<file path="src/core/flash_cmd_map.svh">
// offsets, field positions, reset values and timing counts of the flash command host
`ifndef FLASH_CMD_MAP_SVH
`define FLASH_CMD_MAP_SVH

// software register byte offsets
`define REG_CMD 8'h00
`define REG_ADDR 8'h04
`define REG_DATA 8'h08
`define REG_DATA2 8'h0c
`define REG_STATUS 8'h10
`define REG_RDATA 8'h14
`define REG_CTRL 8'h18

// status register fields
`define ST_BUSY 0
`define ST_REFUSED 1
`define ST_ID_MODE 2
`define ST_PULSE_MODE 3
`define ST_QUERY_MODE 4
`define ST_BLOCK_B_LOCKED 5
`define ST_BLOCK_B_KNOWN 6

// control register fields and reset value
`define CTRL_FLASH_RESET 0
`define CTRL_RESET_VALUE 1'b0

// command field width in the command register
`define CMD_W 5

// flash bus widths and command field widths
`define FA_W 21
`define FD_W 16
`define CMD_ADDR_W 12
`define CMD_DATA_W 8

// fixed command addresses and data bytes
`define ADDR_UNLOCK1 12'h555
`define ADDR_UNLOCK2 12'haaa
`define ADDR_BLOCK_B 12'h080
`define ADDR_QUERY 12'h055
`define ADDR_ANY 12'h000
`define DATA_UNLOCK1 8'haa
`define DATA_UNLOCK2 8'h55
`define DATA_ERASE_SETUP 8'h80
`define DATA_CHIP_ERASE 8'h10
`define DATA_SECTOR_ERASE 8'h30
`define DATA_PROGRAM 8'ha0
`define DATA_DUAL_PROGRAM 8'he0
`define DATA_LOCKDOWN 8'h60
`define DATA_SUSPEND 8'hb0
`define DATA_RESUME 8'h30
`define DATA_ID_ENTRY 8'h90
`define DATA_ID_EXIT 8'hf0
`define DATA_PROT_PROGRAM 8'hc0
`define DATA_PROT_LOCK 8'h00
`define DATA_CONFIG 8'hd0
`define DATA_QUERY 8'h98
`define BLOCK_B_FLAG_BIT 1

// bus timing: least times, rounded up to whole clock cycles
`define CLK_PERIOD_NS 40
`define SETUP_NS 40
`define STROBE_NS 80
`define HOLD_NS 40
`define SETUP_CYCLES ((`SETUP_NS + `CLK_PERIOD_NS - 1) / `CLK_PERIOD_NS)
`define STROBE_CYCLES ((`STROBE_NS + `CLK_PERIOD_NS - 1) / `CLK_PERIOD_NS)
`define HOLD_CYCLES ((`HOLD_NS + `CLK_PERIOD_NS - 1) / `CLK_PERIOD_NS)

`endif

</file>
<file path="src/core/flash_cmd_pkg.sv">
// types shared by the flash command host files
package flash_cmd_pkg;

   // command codes in the order software writes them
   typedef enum logic [4:0] {
      cmd_read, cmd_chip_erase, cmd_sector_erase, cmd_program, cmd_dual_program,
      cmd_enter_pulse, cmd_pulse_program, cmd_lockdown, cmd_suspend, cmd_resume,
      cmd_id_entry, cmd_id_exit_long, cmd_id_exit_short, cmd_prot_program,
      cmd_prot_lock, cmd_block_b_status, cmd_set_config, cmd_query
   } cmd_t;

   typedef enum logic [1:0] {asel_fixed, asel_target, asel_target2, asel_prot} addr_sel_t;
   typedef enum logic [1:0] {dsel_fixed, dsel_user, dsel_user2} data_sel_t;

   // one bus cycle of a command sequence
   typedef struct packed {
      addr_sel_t asel;
      data_sel_t dsel;
      logic [11:0] addr;
      logic [7:0] data;
      logic is_read;
      logic last;
   } step_t;

   // one request to the bus cycle engine
   typedef struct packed {
      logic is_read;
      logic [20:0] addr;
      logic [15:0] data;
   } bus_op_t;

   // flash pins driven by the host
   typedef struct packed {
      logic [20:0] addr;
      logic [15:0] dq;
      logic dq_oe_n;
      logic ce_n;
      logic we_n;
      logic oe_n;
   } flash_out_t;

endpackage

</file>
<file path="src/core/cmd_step_table.sv">
// table of bus cycles for every flash command sequence
`timescale 1ns/1ps
`default_nettype none
`include "flash_cmd_map.svh"

module cmd_step_table
   import flash_cmd_pkg::*;
(
   input wire cmd_t cmd,
   input wire logic [2:0] step,
   output step_t entry
);

   // a fixed-address write of a command byte
   function automatic step_t fixed(input logic [11:0] a, input logic [7:0] d, input logic l);
      step_t r;
      r = '{asel: asel_fixed, dsel: dsel_fixed, addr: a, data: d, is_read: 1'b0, last: l};
      return r;
   endfunction

   // a cycle whose address comes from software and whose data source the caller picks
   function automatic step_t user(input addr_sel_t a, input data_sel_t d, input logic l);
      step_t r;
      r = '{asel: a, dsel: d, addr: `ADDR_ANY, data: 8'h00, is_read: 1'b0, last: l};
      return r;
   endfunction

   // byte sent in the third cycle of each unlocked command
   function automatic logic [7:0] third_byte(input cmd_t c);
      case (c)
         cmd_chip_erase, cmd_sector_erase, cmd_enter_pulse, cmd_lockdown: third_byte = `DATA_ERASE_SETUP;
         cmd_program: third_byte = `DATA_PROGRAM;
         cmd_dual_program: third_byte = `DATA_DUAL_PROGRAM;
         cmd_id_entry, cmd_block_b_status: third_byte = `DATA_ID_ENTRY;
         cmd_id_exit_long: third_byte = `DATA_ID_EXIT;
         cmd_prot_program, cmd_prot_lock: third_byte = `DATA_PROT_PROGRAM;
         cmd_set_config: third_byte = `DATA_CONFIG;
         default: third_byte = 8'h00;
      endcase
   endfunction

   // the second unlock always uses aaa; 2aa would decode the same
   always_comb begin
      entry = fixed(`ADDR_ANY, 8'h00, 1'b1);
      case (cmd)
         cmd_read: begin
            entry = user(asel_target, dsel_fixed, 1'b1);
            entry.is_read = 1'b1;
         end
         cmd_pulse_program: entry = user(asel_target, dsel_user, 1'b1);
         cmd_suspend: entry = fixed(`ADDR_ANY, `DATA_SUSPEND, 1'b1);
         cmd_resume: entry = fixed(`ADDR_ANY, `DATA_RESUME, 1'b1);
         cmd_id_exit_short: entry = fixed(`ADDR_ANY, `DATA_ID_EXIT, 1'b1);
         cmd_query: entry = fixed(`ADDR_QUERY, `DATA_QUERY, 1'b1);
         default: begin
            case (step)
               3'd0: entry = fixed(`ADDR_UNLOCK1, `DATA_UNLOCK1, 1'b0);
               3'd1: entry = fixed(`ADDR_UNLOCK2, `DATA_UNLOCK2, 1'b0);
               3'd2: entry = fixed(`ADDR_UNLOCK1, third_byte(cmd),
                                   (cmd == cmd_id_entry) || (cmd == cmd_id_exit_long));
               3'd3: begin
                  case (cmd)
                     cmd_program: entry = user(asel_target, dsel_user, 1'b1);
                     cmd_dual_program: entry = user(asel_target, dsel_user, 1'b0);
                     cmd_prot_program: entry = user(asel_prot, dsel_user, 1'b1);
                     cmd_prot_lock: entry = fixed(`ADDR_BLOCK_B, `DATA_PROT_LOCK, 1'b1);
                     cmd_set_config: entry = user(asel_target, dsel_user, 1'b1);
                     cmd_block_b_status: begin
                        entry = fixed(`ADDR_BLOCK_B, 8'h00, 1'b1);
                        entry.is_read = 1'b1;
                     end
                     default: entry = fixed(`ADDR_UNLOCK1, `DATA_UNLOCK1, 1'b0);
                  endcase
               end
               3'd4: begin
                  if (cmd == cmd_dual_program) begin
                     entry = user(asel_target2, dsel_user2, 1'b1);
                  end else begin
                     entry = fixed(`ADDR_UNLOCK2, `DATA_UNLOCK2, 1'b0);
                  end
               end
               default: begin
                  case (cmd)
                     cmd_chip_erase: entry = fixed(`ADDR_UNLOCK1, `DATA_CHIP_ERASE, 1'b1);
                     cmd_sector_erase: entry = user(asel_target, dsel_fixed, 1'b1);
                     cmd_lockdown: entry = user(asel_target, dsel_fixed, 1'b1);
                     default: entry = fixed(`ADDR_UNLOCK1, `DATA_PROGRAM, 1'b1);
                  endcase
                  entry.data = (cmd == cmd_lockdown) ? `DATA_LOCKDOWN :
                               (cmd == cmd_sector_erase) ? `DATA_SECTOR_ERASE : entry.data;
               end
            endcase
         end
      endcase
   end

endmodule
`default_nettype wire

</file>
<file path="src/core/flash_bus_cycle.sv">
// one asynchronous flash bus cycle, write or read, timed in clock cycles
`timescale 1ns/1ps
`default_nettype none
`include "flash_cmd_map.svh"

module flash_bus_cycle
   import flash_cmd_pkg::*;
(
   input wire logic clk,
   input wire logic reset_n,
   input wire logic start,
   input wire bus_op_t op,
   input wire logic [15:0] dq_in,
   output logic done,
   output logic [15:0] rdata,
   output flash_out_t pins
);

   typedef enum logic [1:0] {cyc_idle, cyc_setup, cyc_strobe, cyc_hold} cyc_state_t;

   cyc_state_t state;
   logic [3:0] count;
   logic is_read;

   // phase sequencer: setup with chip enabled, strobe low, then hold with strobe released
   always_ff @(posedge clk) begin
      if (!reset_n) begin
         state <= cyc_idle;
         count <= 4'h0;
         is_read <= 1'b0;
      end else begin
         case (state)
            cyc_idle: begin
               if (start) begin
                  state <= cyc_setup;
                  count <= 4'(`SETUP_CYCLES - 1);
                  is_read <= op.is_read;
               end
            end
            cyc_setup: begin
               if (count == 4'h0) begin
                  state <= cyc_strobe;
                  count <= 4'(`STROBE_CYCLES - 1);
               end else begin
                  count <= count - 4'h1;
               end
            end
            cyc_strobe: begin
               if (count == 4'h0) begin
                  state <= cyc_hold;
                  count <= 4'(`HOLD_CYCLES - 1);
               end else begin
                  count <= count - 4'h1;
               end
            end
            cyc_hold: begin
               if (count == 4'h0) begin
                  state <= cyc_idle;
               end else begin
                  count <= count - 4'h1;
               end
            end
            default: state <= cyc_idle;
         endcase
      end
   end

   // pin drive; address and data stay put through hold so the device latches cleanly
   always_ff @(posedge clk) begin
      if (!reset_n) begin
         pins <= '{addr: 21'h0, dq: 16'h0, dq_oe_n: 1'b1, ce_n: 1'b1, we_n: 1'b1, oe_n: 1'b1};
      end else begin
         if (state == cyc_idle && start) begin
            pins.addr <= op.addr;
            pins.dq <= op.data;
            pins.dq_oe_n <= op.is_read;
            pins.ce_n <= 1'b0;
         end else if (state == cyc_hold && count == 4'h0) begin
            pins.ce_n <= 1'b1;
            pins.dq_oe_n <= 1'b1;
         end
         pins.we_n <= !((state == cyc_setup && count == 4'h0 && !is_read) ||
                        (state == cyc_strobe && count != 4'h0 && !is_read));
         pins.oe_n <= !((state == cyc_setup && count == 4'h0 && is_read) ||
                        (state == cyc_strobe && count != 4'h0 && is_read));
      end
   end

   // read data is sampled at the end of the strobe, before output enable rises
   always_ff @(posedge clk) begin
      if (!reset_n) begin
         rdata <= 16'h0;
         done <= 1'b0;
      end else begin
         if (state == cyc_strobe && count == 4'h0 && is_read) begin
            rdata <= dq_in;
         end
         done <= (state == cyc_hold && count == 4'h0);
      end
   end

endmodule
`default_nettype wire

</file>
<file path="src/core/flash_cmd_host.sv">
// flash command host: software registers in, flash command sequences out on the pins
//
// The plain strobed port and the register offsets were chosen for this implementation.
`timescale 1ns/1ps
`default_nettype none
`include "flash_cmd_map.svh"

module flash_cmd_host
   import flash_cmd_pkg::*;
(
   input wire logic clk,
   input wire logic reset_n,
   input wire logic [7:0] reg_addr,
   input wire logic [31:0] reg_wdata,
   input wire logic reg_write,
   input wire logic reg_read,
   output logic [31:0] reg_rdata,
   input wire logic vpp_high,
   input wire logic [15:0] flash_dq_in,
   output flash_out_t flash_pins,
   output logic flash_reset_n
);

   // ----------------------------------------------------------------
   // state and storage
   // ----------------------------------------------------------------
   typedef enum logic [1:0] {run_idle, run_issue, run_wait} run_state_t;

   run_state_t state;
   cmd_t cmd;
   logic [2:0] step;
   logic [20:0] target;
   logic [20:0] target2;
   logic [15:0] wdata;
   logic [15:0] wdata2;
   logic [15:0] last_rdata;
   logic refused;
   logic id_mode;
   logic pulse_mode;
   logic query_mode;
   logic block_b_locked;
   logic block_b_known;
   logic flash_reset;
   logic config_value;
   step_t entry;
   bus_op_t next_op;
   logic start;
   logic done;
   logic [15:0] cycle_rdata;
   logic cmd_ok;
   cmd_t new_cmd;

   // ----------------------------------------------------------------
   // sequence table and bus cycle engine
   // ----------------------------------------------------------------
   cmd_step_table table_i (
      .cmd(cmd),
      .step(step),
      .entry(entry)
   );

   flash_bus_cycle cycle_i (
      .clk(clk),
      .reset_n(reset_n),
      .start(start),
      .op(next_op),
      .dq_in(flash_dq_in),
      .done(done),
      .rdata(cycle_rdata),
      .pins(flash_pins)
   );

   // ----------------------------------------------------------------
   // request checks
   // ----------------------------------------------------------------
   // a dual word pair must differ only in the lowest word address bit
   function automatic logic dual_pair_ok(input logic [20:0] a, input logic [20:0] b);
      return (a[20:1] == b[20:1]) && (a[0] != b[0]);
   endfunction

   assign new_cmd = cmd_t'(reg_wdata[`CMD_W-1:0]);

   // refuse what the device would reject or misread, so it never sees a bad sequence
   always_comb begin
      case (new_cmd)
         cmd_dual_program: cmd_ok = vpp_high && dual_pair_ok(target, target2);
         cmd_pulse_program: cmd_ok = pulse_mode;
         cmd_set_config: cmd_ok = (wdata[7:1] == 7'h00);
         cmd_read, cmd_chip_erase, cmd_sector_erase, cmd_program, cmd_enter_pulse,
         cmd_lockdown, cmd_suspend, cmd_resume, cmd_id_entry, cmd_id_exit_long,
         cmd_id_exit_short, cmd_prot_program, cmd_prot_lock, cmd_block_b_status,
         cmd_query: cmd_ok = 1'b1;
         default: cmd_ok = 1'b0;
      endcase
   end

   // ----------------------------------------------------------------
   // build the bus operation for the current step
   // ----------------------------------------------------------------
   // fixed command cycles drive zero above the twelve decoded bits and on the upper byte
   always_comb begin
      next_op.is_read = entry.is_read;
      case (entry.asel)
         asel_target: next_op.addr = target;
         asel_target2: next_op.addr = target2;
         asel_prot: next_op.addr = {13'h0000, target[7:0]};
         default: next_op.addr = {9'h000, entry.addr};
      endcase
      case (entry.dsel)
         dsel_user: next_op.data = wdata;
         dsel_user2: next_op.data = wdata2;
         default: next_op.data = {8'h00, entry.data};
      endcase
   end

   assign start = (state == run_issue);

   // ----------------------------------------------------------------
   // sequence runner
   // ----------------------------------------------------------------
   // a sequence is never cut short here; an abandoned one is the device's affair
   always_ff @(posedge clk) begin
      if (!reset_n) begin
         state <= run_idle;
         cmd <= cmd_read;
         step <= 3'h0;
      end else begin
         case (state)
            run_idle: begin
               if (reg_write && reg_addr == `REG_CMD && cmd_ok && !flash_reset) begin
                  cmd <= new_cmd;
                  step <= 3'h0;
                  state <= run_issue;
               end
            end
            run_issue: state <= run_wait;
            run_wait: begin
               if (done) begin
                  if (entry.last) begin
                     state <= run_idle;
                  end else begin
                     step <= step + 3'h1;
                     state <= run_issue;
                  end
               end
            end
            default: state <= run_idle;
         endcase
      end
   end

   // refused flag: set on a bad or busy command write, cleared by writing one; set wins
   always_ff @(posedge clk) begin
      if (!reset_n) begin
         refused <= 1'b0;
      end else if (reg_write && reg_addr == `REG_CMD &&
                   (state != run_idle || !cmd_ok || flash_reset)) begin
         refused <= 1'b1;
      end else if (reg_write && reg_addr == `REG_STATUS && reg_wdata[`ST_REFUSED]) begin
         refused <= 1'b0;
      end
   end

   // ----------------------------------------------------------------
   // tracked device modes
   // ----------------------------------------------------------------
   // mirrors what the device believes; a pin reset returns it to read mode
   always_ff @(posedge clk) begin
      if (!reset_n || flash_reset) begin
         id_mode <= 1'b0;
         pulse_mode <= 1'b0;
         query_mode <= 1'b0;
         config_value <= 1'b0;
      end else if (state == run_wait && done && entry.last) begin
         case (cmd)
            cmd_id_entry, cmd_block_b_status: id_mode <= 1'b1;
            cmd_id_exit_long, cmd_id_exit_short: begin
               id_mode <= 1'b0;
               query_mode <= 1'b0;
            end
            cmd_enter_pulse: pulse_mode <= 1'b1;
            cmd_query: query_mode <= 1'b1;
            cmd_set_config: config_value <= wdata[0];
            default: id_mode <= id_mode;
         endcase
      end
   end

   // read results and the block b lock flag taken from the status read
   always_ff @(posedge clk) begin
      if (!reset_n) begin
         last_rdata <= 16'h0000;
         block_b_locked <= 1'b0;
         block_b_known <= 1'b0;
      end else if (state == run_wait && done && entry.is_read) begin
         last_rdata <= cycle_rdata;
         if (cmd == cmd_block_b_status) begin
            block_b_locked <= !cycle_rdata[`BLOCK_B_FLAG_BIT];
            block_b_known <= 1'b1;
         end
      end else if (state == run_wait && done && cmd == cmd_prot_lock) begin
         block_b_known <= 1'b0; // stale until read back
      end
   end

   // ----------------------------------------------------------------
   // software registers
   // ----------------------------------------------------------------
   // operands are not locked against a running command; software waits on busy
   always_ff @(posedge clk) begin
      if (!reset_n) begin
         target <= 21'h000000;
         target2 <= 21'h000000;
         wdata <= 16'h0000;
         wdata2 <= 16'h0000;
         flash_reset <= `CTRL_RESET_VALUE;
      end else if (reg_write) begin
         case (reg_addr)
            `REG_ADDR: target <= reg_wdata[20:0];
            `REG_DATA: wdata <= reg_wdata[15:0];
            `REG_DATA2: begin
               wdata2 <= reg_wdata[15:0];
               target2 <= {target[20:1], !target[0]};
            end
            `REG_CTRL: flash_reset <= reg_wdata[`CTRL_FLASH_RESET];
            default: flash_reset <= flash_reset;
         endcase
      end
   end

   // device reset pin follows the control bit; the device clears lockdown on it
   always_ff @(posedge clk) begin
      if (!reset_n) begin
         flash_reset_n <= 1'b0;
      end else begin
         flash_reset_n <= !flash_reset;
      end
   end

   // read data stand in the cycle after the read strobe; unmapped reads give zero
   always_ff @(posedge clk) begin
      if (!reset_n) begin
         reg_rdata <= 32'h00000000;
      end else if (reg_read) begin
         case (reg_addr)
            `REG_CMD: reg_rdata <= {27'h0000000, cmd};
            `REG_ADDR: reg_rdata <= {11'h000, target};
            `REG_DATA: reg_rdata <= {16'h0000, wdata};
            `REG_DATA2: reg_rdata <= {16'h0000, wdata2};
            `REG_STATUS: reg_rdata <= {24'h000000, config_value, block_b_known, block_b_locked,
                                       query_mode, pulse_mode, id_mode, refused,
                                       state != run_idle};
            `REG_RDATA: reg_rdata <= {16'h0000, last_rdata};
            `REG_CTRL: reg_rdata <= {31'h00000000, flash_reset};
            default: reg_rdata <= 32'h00000000;
         endcase
      end else begin
         reg_rdata <= 32'h00000000;
      end
   end

endmodule
`default_nettype wire

</file>
<file path="config.mk">
export PLATFORM = sky130hd
export DESIGN_NAME = flash_cmd_host
export DESIGN_NICKNAME = d
export VERILOG_FILES = /design/src/core/flash_cmd_pkg.sv /design/src/core/cmd_step_table.sv /design/src/core/flash_bus_cycle.sv /design/src/core/flash_cmd_host.sv
export VERILOG_INCLUDE_DIRS = /design/src /design/src/core
export SDC_FILE = /design/constraint.sdc
export NUM_CORES = 1
export LEC_CHECK = 0
export BUFFER_PORTS_ARGS = -buffer_cell sky130_fd_sc_hd__buf_2
export CAP_MARGIN = 20
export CORE_AREA = 2 2 132 134
export DETAILED_ROUTE_END_ITERATION = 8
export DIE_AREA = 0 0 134 136
export PLACE_DENSITY = 0.78
export SYNTH_ARGS = -nofsm -noshare
export SYNTH_HDL_FRONTEND = slang
export SYNTH_SLANG_ARGS = --single-unit
</file>
<file path="constraint.sdc">
create_clock -name clk -period 2.8 [get_ports clk]
set_input_delay 0.28 -clock clk [delete_from_list [all_inputs] [get_ports clk]]
set_output_delay 0.28 -clock clk [all_outputs]
set_load 0.01 [all_outputs]
</file>
; ---- Word level (Yosys, flattened, before mapping)
; Memory sizes are Yosys's and may differ from the RTL's. A register that Yosys moved wholly into a read port is not among the register bits.
; Index checks and enable logic that the tools add are counted.
[word_totals]
register_bits = 206
romBits = 128
out_inout_bits = 74
elab_cells = 211
mem_count = 1
[classes]
n_addsub = 2
eq_ne = 65
n_mux = 40
n_reduce_logical = 74
[memory_table]
columns = memory, words, word_bits, read_ports, rd_ports_with_merged_regs, wr, line
row1 = (name not given), 32, 4, 1, 1, 0, cmd_step_table.sv:30  ; case (c)
[op_table]
columns = operator, n
row1 = $pmux W26 S5, 2
row2 = $pmux W26 S6, 1
row3 = $pmux W21 S7, 1
row4 = $eq A5 B4 Y1 const B, 16
row5 = $pmux W21 S3, 1
row6 = $pmux W25 S2, 1
row7 = $eq A5 B3 Y1 const B, 8
row8 = $pmux W16 S2, 1
row9 = $reduce_and A2 Y1, 15
row10 = $mux W26, 1
row11 = $eq A8 B5 Y1 const B, 3
row12 = $logic_and A1 B1 Y1, 22
row13 = $eq A20 B20 Y1, 1
row14 = $eq A5 B2 Y1 const B, 4
row15 = $eq A5 B5 Y1 const B, 4
row16 = $eq A8 B4 Y1 const B, 2
row17 = $mux W2, 8
row18 = $mux W4, 4
row19 = $mux W8, 2
row20 = $pmux W4 S4, 1
row21 = $reduce_or A15 Y1, 1
row22 = $reduce_bool A2 Y1, 7
row23 = $eq A2 B2 Y1 const B, 6
row24 = $ne A2 B1 Y1 const B, 6
row25 = other kinds (29), 63

; ---- Depth between registers and ports, before layout
; Gate-level depths: netlist (run 1).
[logic_depth]
ltp_word = 10
depth_mapped = 14
mapped_depth_nobuf = 12

; ---- Hierarchy
; Synthesis (run 1) repeated with hierarchy kept, for this count alone.
[unflattened]
cells_unflattened = 1229
area_unflattened_um2 = 9960.8
[modules_own_cells]
columns = mod, instances, cells_each, area_each_um2, seq_area_each_um2
row1 = flash_cmd_host, 1, 785, 6361.1, 2602.5
row2 = flash_bus_cycle, 1, 303, 2658.8, 1301.2
row3 = cmd_step_table, 1, 141, 940.9, 0.0

; ---- Least setup slack after synthesis (run 1)
; Ideal clock, no wire load.
[synth_path]
kind = register to register
startpoint = reg cmd[2]
endpoint = reg cycle_i.pins[9] (netlist name)
arrival_time_ps = 2373
slack_ps = 294
path_stages_with_launch = 13
n_path_buf = 4
period_less_slack_ps = 2506
path_cell_list = dfxtp_1 > buf_2 > nor3b_1 > and2_1 > and3_1 > clkbuf_2 > inv_1 > ha_1 > clkbuf_1 > clkbuf_1 > nand2_1 > o21ai_0 > a21oi_1
[synth_via]
elab_chain_len = 8
elab_cells_between_ends = 27
classes_between = eq/ne (16) / mux (8) / reduce/logical (3)
[synth_lines]
columns = item, line
row1 = "start, declared", flash_cmd_host.sv:30  ; cmd_t cmd;
row2 = "start signal, assigned", flash_cmd_host.sv:125  ; cmd <= cmd_read;
row3 = "start signal, assigned", flash_cmd_host.sv:131  ; cmd <= new_cmd;
row4 = $eq A5 B2 Y1 / $eq A5 B3 Y1 (equally long branches), "cmd_step_table.sv:83, cmd_step_table.sv:90, cmd_step_table.sv:89"
row5 = $reduce_or A2 Y1 (no source line), --
row6 = $pmux W25 S2, cmd_step_table.sv:83  ; case (cmd)
row7 = $mux W8, cmd_step_table.sv:90  ; (cmd == cmd_sector_erase) ? `DATA_SECTOR_ERASE : entry.data;
row8 = $mux W8, cmd_step_table.sv:89  ; entry.data = (cmd == cmd_lockdown) ? `DATA_LOCKDOWN :
row9 = $pmux W26 S5, cmd_step_table.sv:56  ; case (step)
row10 = $pmux W26 S6 (*), cmd_step_table.sv:45  ; case (cmd)
row11 = $pmux W16 S2 (*), flash_cmd_host.sv:109  ; case (entry.dsel)
row12 = "end signal, assigned", flash_bus_cycle.sv:71  ; pins <= '{addr: 21'h0, dq: 16'h0, dq_oe_n: 1'b1, ce_n: 1'b1, we_n: 1'b1, oe_n: 1'b1};
row13 = "end, declared", flash_bus_cycle.sv:16  ; output flash_out_t pins
; Every way passes the cells marked *; elsewhere a longest branch is shown, timed or not.
; A chain may end at the register's enable or synchronous reset.

==> results of run 1 <==
[routing by layer]
metal	vias up	part of all wire, %	track usage (%)
li1	4278	-	-
met2	414	47	48.8
met5	-	0	0
met1	4203	42	39.2
met3	80	7.1	4.70
met4	0	3.8	14.5
[cell type report]
cell class | count | area (um^2) | area share, %
well taps | 225 | 282 | 2.55
flip-flops and latches | 199 | 3990 | 36.1
inverters | 22 | 85.1 | 0.771
clock buffers | 21 | 460 | 4.17
clock inverters | 11 | 111 | 1.01
multi-input cells | 861 | 4930 | 44.6
repair buffers | 190 | 1180 | 10.7
[cells by family (layout without fill, tap and decap cells)]
kind of cell	count (synthesis)	in the layout
flip-flops	199	199
XOR/XNOR	25	25
multiplexers	45	45
AO/OA/AOI/OAI	301	301
other	1	11
AND/OR/NAND/NOR	459	459
adder cells (fa/ha/maj)	20	20
buffers and inverters	116	244
[critical path: cells and delay by family (launching register included)]
kind / cells / cell delay [ns]
buffers and inverters: 1 / 0.12
DFF: 1 / 0.34
muxes: 1 / 0.23
AOI/OAI and AO/OA: 4 / 0.75
xor gates and xnor gates: 1 / 0.23
adders and majority gates: 1 / 0.20
and+or+nand+nor: 4 / 0.67
[where the power goes]
part           internal [uW]  switching (uW)  total, uW  leakage (uW)
clock network           1220            1160       2380      0.000278
logic                    117             206        323       0.00242
registers               2850            16.7       2870       0.00160
total                   4190            1380       5570       0.00430
[Yosys cell counts, types with 4 or more instances]
library cell and instances:
a31oi_1 10, a221oi_1 12, a21oi_1 140, dfxtp_1 199, o211ai_1 4, a221o_1 4
a222oi_1 4, inv_1 19, nand4_1 8, o221a_2 7, and3_1 7, a22oi_1 21
nand2_1 234, mux2i_1 40, o21ai_0 46, buf_4 13, o22ai_1 5, nand3b_1 5
o21a_1 4, nand3_1 13, a221oi_2 8, xor2_1 8, nor4_1 4, xnor2_1 17
clkbuf_1 58, o31ai_1 5, and2_1 14, ha_1 18, nor2b_1 9, buf_2 15
buf_1 4, a211oi_1 6, nor2_1 114, mux2_2 5, nor3_1 22, nand2b_1 8
[registers in the layout, summed over array words and instances (netlist names), 2 cells and up, named ones only]
name,cells
target,21
cmd,5
reg_rdata,21
target2,21
wdata,16
wdata2,16
cycle_i.pins,41
state,2
cycle_i.state,2
last_rdata,16
step,3
cycle_i.rdata,16
cycle_i.count,4
[stage by stage]
step	instance area [um^2]	util [%]	power [uW]	instances
finish	11000	65.4	5570	1529
floorplan	9430	-	3130	1176
global placement	10500	61.9	3240	1497
CTS	11000	65.3	5580	1529
detailed placement	10500	61.9	3250	1497
global route	11000	65.4	5720	1529
[timing repair]
item	in CTS	in global routing
endpoints found under the setup margin	0	15
endpoints found under the hold margin	0	0
resized for setup	0	5
hold buffers	0	0
[final timing paths]
kind	endpoint	start	slack, ns
setup reg to reg	flip-flop	target2[15]	0.15
hold / removal	cycle_i.rdata[13]	flash_dq_in[13]	0.07
hold reg to reg	cycle_i.pins[0]	cycle_i.is_read	0.43
setup / recovery	flip-flop	target2[15]	0.15
==> results.md, run 1 <==
- Status: complete, no violations
- Synth Cell Area: approximately 0.0094 mm^2
- Root Driver: clkbuf_16
- Ys Warns: 0
- Final setup fails: 0
- Worst-path maximum fanout: 3
- Worst Tran Pin Value: 0.671 ns
- Mapped Avg Cell Area: between 8 and 9 um^2
- # diodes: 0
- Final Slew Violations: 0
- Largest net degree at the start of global routing: between 100 and 150
- Nets: 1370
- Slew headroom: 55.1%
- Compound-Gate Fraction of Synth Area: 20.5%
- Worst Slack Setup Final: 0.153 ns
- Most common cell after layout, fill and taps aside: nand2_1
- Worst Reg2Reg Path Length in Cells: 12
- CP required: 3.13 ns
- Initial antenna violation count: 0
- Hold Vio Cnt, Final: 0
- GPL Wtd Cong: 0.962
- Post-CTS setup buffers: 0
- Vias in the first global route: 8106
- CTS H-tree lvls: 4
- Die Y: 136 um
- Num ports: 135
- Starting Density: between 50% and 60%
- # rows: 48
- Fillers: between 1000 and 1500
- Deepest clock path buffer count: 2
- Share of the yosys chip area belonging to registers: 42.4%
- Via-to-Cell Ratio: slightly below 6
- Hold depth: 3
- Layout area overhead: 17.5%
- Synth Area in XOR/XNOR: 2.33%
- 1st-iter DRT viols: between 800 and 900
- Tmin final: ~2.6 ns
- Post-Synth Simple-Gate Area: 21.6%
- Max Cap Viol: 0
- Lkg Pwr: 0.00430 uW
- Number of flops mapped to enable cells by yosys: 0
- Crit. End Element: flip-flop
- Final HPWL DP: 19900 um
- Top cells by area, synth: dfxtp_1 42%, nand2_1 9.4%, a21oi_1 7.5%
- Post-synthesis mux area share: 4.86%
- Synth cell types: 75
- Die Width: roughly 130 um
- Fmax: 378 MHz
- CTS tree: yes
- Drt drc: 0
- TritonRoute pass-1 iters: 6
- IO buf count: around 110
- Crit path kind: reg2reg
- Pwr dens: approximately 500 mW/mm^2
- Antenna viol nets, final: 0
- Largest family of logic cells by synthesized area: simple AND/OR/NAND/NOR gates
- Die area: about 0.018 mm^2
- CP max stage delay: 0.34 ns
- Synth Flop Type: dfxtp_1
- Pre-CTS setup slack: 0.158 ns
- Worst hold slack: about 0.072 ns
- Worst Path Arrival: 2.98 ns
- Setup Skew: 0.00936 ns
- Type of the tightest min-delay check: in2reg
- First-pass GRT wire length: 42800 um
- Synth Register Bits: 199
- Yosys top cell area share: 42.4%
- CTS clk-pin slew, worst paths: 0.08 ns
- Fin crit share: 94.5%
- Fraction of registers with async set/reset: 0%
- DR vias: 8975
- Final WL: 27600 um
- RSZ-0062 raised after global routing: false
- Core area: 0.0169 mm^2
- GRT Total Usage: between 30% and 40%
- CTS sink count: 199
- Worst skew pair latency: ~0.44 ns
- DR WL/cell: 18.1 um
- Setup Total Neg Slack: 0 ns
- Max VDD drop: 0.000429 V
- Layout cells sized above 1: roughly a fifth
- Synth Instances: 1166
- CTS buffer count: 17
- Most frequent cells in the layout: 234 x nand2_1, 198 x dfxtp_1, 140 x a21oi_1
- Synth Area in Adders: 2.63%
- Remaining Overflow, GRT: 0
- Cell taking the most area after synthesis: dfxtp_1
- Startpoint types: flip-flop
- Slowest cell on the critical path: dfxtp_1
- Worst path cell trace: xnor2_1 > nand4b_1 > nor4_1 > a31o_2 > nand3_2 > mux2i_1 > nor2_1 > inv_1 > ha_1 > o21bai_1 > a21oi_1 > o311ai_1
No activity file was read; power rests on OpenSTA's default activity.
==> run 2, diff against run 1 <==
--- a/config.mk
+++ b/config.mk
@@ -8,10 +8,10 @@
 export LEC_CHECK = 0
 export BUFFER_PORTS_ARGS = -buffer_cell sky130_fd_sc_hd__buf_2
 export CAP_MARGIN = 20
-export CORE_AREA = 2 2 132 134
+export CORE_AREA = 2 2 127 129
 export DETAILED_ROUTE_END_ITERATION = 8
-export DIE_AREA = 0 0 134 136
-export PLACE_DENSITY = 0.78
+export DIE_AREA = 0 0 129 131
+export PLACE_DENSITY = 0.84
 export SYNTH_ARGS = -nofsm -noshare
 export SYNTH_HDL_FRONTEND = slang
 export SYNTH_SLANG_ARGS = --single-unit
==> constraint.sdc (replaced) <==
create_clock -name clk -period 3.1 [get_ports clk]
set_input_delay 0.31 -clock clk [delete_from_list [all_inputs] [get_ports clk]]
set_output_delay 0.31 -clock clk [all_outputs]
set_load 0.01 [all_outputs]
==> run 2 against run 1 <==
  * Sequential share of layout area grew 0.51 points
  * Largest power group unchanged
  * Sequential power decreased by 9.8%
  * Register-to-register slack worse by 0.02 ns
  * Cell count shrank 2.2%
==> results.md, run 2 (synthesis gave the netlist of run 1 again) <==
- Status: complete, no violations
- CTS buffer count: 17 (unchanged)
- Max FFs per register: 41 (unchanged)
- Worst Slack Setup Final: 0.129 ns (-0.0242 ns)
- TritonRoute pass-1 iters: 6 (unchanged)
- Fin crit share: 95.8% (+1.3 points)
- Type of the tightest min-delay check: in2reg
- Core area: 0.0156 mm^2 (-7.6%)
- Die Width: 129 um (-3.7%)
- Starting Density: 60.2% (+4.6 points)
- DR WL/cell: 18.2 um (+0.91%)
- Most common cell after layout, fill and taps aside: nand2_1
- Via-to-Cell Ratio: 6.07 (+3.4%)
- Worst skew pair latency: 0.45 ns (about the same)
- Lkg Pwr: 0.00418 uW (-2.8%)
- Remaining Overflow, GRT: 0 (unchanged)
- # rows: 46 (-4.2%)
- Startpoint types: flip-flop
- Crit path kind: reg2reg
- Die area: 0.0169 mm^2 (-7.3%)
- Layout area overhead: 15.8%
- Hold Vio Cnt, Final: 0 (unchanged)
- Worst hold slack: 0.0934 ns (+0.0210 ns)
- Deepest clock path buffer count: 2 (unchanged)
- Final Slew Violations: 0 (unchanged)
- CTS Hold Bufs: 0 (unchanged)
- DR vias: 9083 (+1.2%)
- GRT Total Usage: 32.2% (+2.1 points)
- Worst Tran Pin Value: 0.786 ns (+0.114 ns)
- Num ports: 135 (unchanged)
- CTS clk-pin slew, worst paths: 0.08 ns (about the same)
- Setup Total Neg Slack: 0 ns (unchanged)
- CTS sink count: 199 (unchanged)
- Largest Register: cycle_i.pins
- Most frequent cells in the layout: 234 x nand2_1, 199 x dfxtp_1, 140 x a21oi_1
- Final HPWL DP: 18900 um (-5.2%)
- Met3 Track Usage GR: 5.13% (+0.43 points)
- CP required: 3.42 ns (+0.29 ns)
- Max VDD drop: 0.000396 V (-7.6%)
- Worst-path maximum fanout: 6 (+3)
- GPL Wtd Cong: 0.968 (+0.58%)
- Worst Path Arrival: 3.29 ns (+0.31 ns)
- M2 GR Usage: 54.5% (+5.7 points)
- M1 GR Usage: 40.2% (+1.0 points)
- Slew headroom: 47.4% (-7.7 points)
- Vias in the first global route: 8370 (+3.3%)
- Fmax: 337 MHz (-11%)
- CTS H-tree lvls: 4 (unchanged)
- Final WL: 27300 um (-1.3%)
- Layout cells sized above 1: 18.6% (-1.3 points)
- Tmin final: 2.97 ns (+0.324 ns)
- Pre-CTS setup slack: 0.178 ns (+0.0202 ns)
- Nets: 1346 (-1.8%)
- Max Cap Viol: 0 (unchanged)
- Gr busiest metal: met2
- Initial antenna violation count: 0 (unchanged)
- Die Y: 131 um (-3.7%)
- Largest net degree at the start of global routing: 55 (-54%)
- IO buf count: 112 (unchanged)
- 1st-iter DRT viols: 974 (+18%)
- Root Driver: clkbuf_16
- First-pass GRT wire length: 42600 um (-0.37%)
- Setup Skew: 0.00944 ns (+0.0000864 ns)
- FF-to-FF setup slack: 0.13 ns (-0.02 ns)
- Final setup fails: 0 (unchanged)
- # diodes: 0 (unchanged)
- Pwr dens: 475 mW/mm^2 (-5.8%)
- Drt drc: 0 (unchanged)
- Antenna viol nets, final: 0 (unchanged)
- Crit. End Element: flip-flop
- CTS tree: yes
## run 2: changes by cell type in the layout (fill, tap and decap cells not counted), sizes merged
cell	change
buf	-24
clkbuf	-3
clkinv	-3
inv	+3
bufinv	+2
clkinvlp	+1
## run 2: per-stage QoR
step                utilization (%)  std cells  cell area (um^2)  power (uW)
global placement               65.5       1462             10200        2920
CTS                            69.4       1494             10800        5170
finish                         69.7       1496             10900        5170
floorplan                         -       1176              9430        2830
global route                   69.7       1496             10900        5300
detailed placement             65.5       1462             10200        2930
## run 2: where the power goes
group | leakage [uW] | switching (uW) | internal (uW)
registers | 0.00160 | 14.6 | 2570
clock network | 0.000292 | 1070 | 1230
logic | 0.00228 | 185 | 104
total | 0.00418 | 1270 | 3910
## run 2: layout make-up
cell class	count	area, um^2
clock buffers	18	429
clock inverters	14	183
fillers	1236	4720
inverters	22	85.1
multi-input cells	861	4950
flip-flops and latches	199	3980
well taps	216	270
repair buffers	166	978
## run 2: repair_timing
| item | CTS | global route |
|---|---|---|
| resized for setup | 0 | 6 |
| setup buffers | 0 | 2 |
| endpoints found under the setup margin | 0 | 6 |
## run 2: final timing paths
kind                   start                to  cells after the start
max               target[15]         flip-flop                     12
min           flash_dq_in[8]  cycle_i.rdata[8]                      3
max reg2reg       target[15]         flip-flop                     12
min reg2reg  cycle_i.pins[9]   cycle_i.pins[9]                      2
## run 2: critical path, stage by stage, from the launching register on
cell      delay, ns
dfxtp_1        0.46
xnor2_1        0.19
nand4b_1       0.18
nor4_2         0.39
a31o_2         0.30
nand3_4        0.17
mux2i_2        0.22
nor2_1         0.20
inv_1          0.10
ha_1           0.22
o21bai_1       0.16
a21oi_1        0.15
o311ai_1       0.11
## run 2: routing by layer
metal	wire length [um]	part of all wire [%]
met4	1080	4.0
met2	13400	49
met3	2390	8.7
met1	10500	38
met5	0	0
==> run 3, diff against run 2 <==
--- a/config.mk
+++ b/config.mk
@@ -7,11 +7,10 @@
 export NUM_CORES = 1
 export LEC_CHECK = 0
 export BUFFER_PORTS_ARGS = -buffer_cell sky130_fd_sc_hd__buf_2
-export CAP_MARGIN = 20
-export CORE_AREA = 2 2 127 129
+export CORE_AREA = 2 2 132 134
 export DETAILED_ROUTE_END_ITERATION = 8
-export DIE_AREA = 0 0 129 131
-export PLACE_DENSITY = 0.84
+export DIE_AREA = 0 0 134 136
+export PLACE_DENSITY = 0.78
 export SYNTH_ARGS = -nofsm -noshare
 export SYNTH_HDL_FRONTEND = slang
 export SYNTH_SLANG_ARGS = --single-unit
==> constraint.sdc (replaced) <==
create_clock -name clk -period 3.16 [get_ports clk]
set_input_delay 0.316 -clock clk [delete_from_list [all_inputs] [get_ports clk]]
set_output_delay 0.316 -clock clk [all_outputs]
set_load 0.01 [all_outputs]
==> run 3 against run 2 <==
  * Clock power decreased by 3%
  * Combinational power fell by 2%
  * Total power decreased by 2.5%
  * Highest routed layer unchanged
  * Maximum frequency increased by 0.90%
  * Final area about the same
  * Largest cell class unchanged
  * Clock-buffer cell count is 2 higher
  * Flip-flop and latch count unchanged
==> results.md, run 3 (synthesis gave the netlist of run 1 again) <==
- Beginning of the worst hold path: flash_dq_in[6]
- Remaining Overflow, GRT: 0 (unchanged)
- 1st-iter DRT viols: 1162 (+19%)
- Crit. End Element: flip-flop
- Antenna viol nets, final: 0 (unchanged)
- CTS clk-pin slew, worst paths: 0.07 ns (about the same)
- CP required: 3.46 ns (+0.04 ns)
- Nets: 1347 (+0.074%)
- DR WL/cell: 17.7 um (-2.7%)
- # rows: 48 (+4.3%)
- Deepest clock path buffer count: 2 (unchanged)
- Final WL: 26700 um (-2.1%)
- CTS buffer count: 17 (unchanged)
- IO buf count: 112 (unchanged)
- Worst flop-to-flop path startpoint: target[15]
- Worst hold slack: 0.110 ns (+0.0169 ns)
- Worst skew pair latency: 0.44 ns (about the same)
- First-pass GRT wire length: 41800 um (-1.8%)
- Final Slew Violations: 0 (unchanged)
- Fmax: 340 MHz (+0.90%)
- Clk pwr share: 44.0% (-0.4 points)
- Tmin final: 2.94 ns (-0.0264 ns)
- Most frequent cells in the layout: 234 x nand2_1, 199 x dfxtp_1, 140 x a21oi_1
- TritonRoute pass-1 iters: 5 (-1)
- Largest net degree at the start of global routing: 58 (+5.5%)
- Worst-path maximum fanout: 6 (unchanged)
- Layout cells sized above 1: 18.3% (-0.31 points)
- Drt drc: 0 (unchanged)
- CTS tree: yes
- Layout area overhead: 15.9% (about the same)
- RSZ-0062 raised after global routing: false
- Max FFs per register: 41 (unchanged)
- Max Cap Viol: 0 (unchanged)
- Crit path launch: target[15]
- Switching Power: 1130 uW (-11%)
- Die Width: 134 um (+3.9%)
- Sequential Power Share: 50.4% (+0.4 points)
- Starting Density: 55.6% (-4.6 points)
- Max VDD drop: 0.000390 V (-1.6%)
- Die Y: 136 um (+3.8%)
- GPL Wtd Cong: 0.989 (+2.2%)
- Combinational power share: 5.6% (about the same)
- Die area: 0.0182 mm^2 (+7.8%)
- Via-to-Cell Ratio: 5.93 (-2.3%)
- Slew headroom: 27.8% (-20 points)
- Worst Reg2Reg Path Length in Cells: 12 (unchanged)
- Type of the tightest min-delay check: in2reg
- Startpoint types: flip-flop
- Largest Register: cycle_i.pins
- CTS Hold Bufs: 0 (unchanged)
- GRT Total Usage: 29.1% (-3.1 points)
- Root Driver: clkbuf_16
- DR vias: 8931 (-1.7%)
- Fin crit share: 93.2% (-2.7 points)
- Lkg Pwr: 0.00419 uW (+0.31%)
- Hold Vio Cnt, Final: 0 (unchanged)
- Worst Path Arrival: 3.25 ns (-0.04 ns)
- Final HPWL DP: 18900 um (+0.27%)
- Fillers: 1451 (+17%)
- Vias in the first global route: 8122 (-3.0%)
- CTS H-tree lvls: 4 (unchanged)
- Pint: 3910 uW (+0.14%)
- Core area: 0.0169 mm^2 (+8.2%)
- Pwr dens: 464 mW/mm^2 (-2.5%)
- Setup Total Neg Slack: 0 ns (unchanged)
- Crit path kind: reg2reg
- Final setup fails: 0 (unchanged)
- Setup Skew: 0.0148 ns (+0.00533 ns)
- Num ports: 135 (unchanged)
- CTS sink count: 199 (unchanged)
- Worst Tran Pin Value: 1.08 ns (+0.295 ns)
- Initial antenna violation count: 0 (unchanged)
- FF-to-FF setup slack: 0.22 ns (+0.09 ns)
- Status: complete, no violations
- Net Sw Frac: 22.4% (-2.0 points)
- Most common cell after layout, fill and taps aside: nand2_1
-- run 3: cell types whose count changed in the layout (fill, tap and decap cells not counted), moves of 2 or more --
| cell | before | now |
|---|---|---|
| clkinv_8 | 2 | 0 |
| mux2i_2 | 2 | 0 |
| inv_8 | 2 | 0 |
| clkinv_2 | 0 | 2 |
| clkinvlp_4 | 2 | 4 |
| mux2i_1 | 38 | 40 |
| clkbuf_8 | 0 | 2 |
| inv_6 | 6 | 1 |
-- run 3: per-layer routing --
| metal | wire [um] | up-vias | track usage (%) |
|---|---|---|---|
| li1 | - | 4241 | - |
| met1 | 11100 | 4196 | 38.5 |
| met2 | 12700 | 436 | 48.0 |
| met3 | 2200 | 58 | 4.59 |
| met4 | 757 | 0 | 11.3 |
| met5 | 0 | - | 0 |
-- run 3: worst min path at each step --
stage | end | cells after the start
detailed placement | cycle_i.rdata[15] | 2
global route | cycle_i.rdata[4] | 3
CTS | cycle_i.rdata[4] | 3
floorplan | cycle_i.pins[0] | 1
global placement | cycle_i.pins[9] | 2
finish | cycle_i.rdata[6] | 3
-- run 3: layout make-up --
type	instances	area, um^2	area share (%)
Antenna cell	1	2.50	0.0230
Clock buffer	20	457	4.20
Clock inverter	11	148	1.36
Inverter	22	85.1	0.782
Multi-Input combinational cell	861	4920	45.3
Sequential cell	199	3980	36.6
Tap cell	225	282	2.59
Timing Repair Buffer	167	998	9.18
-- run 3: metrics by stage --
stage	total power (uW)	cell area (um^2)	setup WS (ns)	cells	utilization, %
detailed placement	2870	10300	0.223	1472	60.7
finish	5040	10900	0.215	1506	64.5
CTS	5050	10900	0.184	1503	64.3
global route	5190	10900	0.00688	1505	64.4
global placement	2870	10300	0.352	1472	60.7
floorplan	2780	9430	0.654	1176	-
-- run 3: power by group through the flow --
stage / clock network [uW] / registers [uW] / logic [uW]
after floorplan: 0 / 2600 / 180
after global placement: 0 / 2600 / 269
after detailed placement: 0 / 2600 / 276
after CTS: 2230 / 2540 / 277
after global routing: 2340 / 2540 / 313
final: 2220 / 2540 / 284
-- run 3: what timing repair did --
action | 4_1_cts | 5_1_grt
setup buffers | 0 | 2
setup endpoints to repair | 0 | 2
hold endpoints to repair | 0 | 0
gates resized for setup | 0 | 1
-- run 3: worst max-delay path: stages, from the launching register on --
cell,delay (ns)
dfxtp_1,0.48
xnor2_1,0.20
nand4b_1,0.18
nor4_2,0.32
a31o_2,0.28
nand3_2,0.20
mux2i_1,0.20
nor2_1,0.21
inv_1,0.09
ha_1,0.22
o21bai_1,0.16
a21oi_1,0.15
o311ai_1,0.11
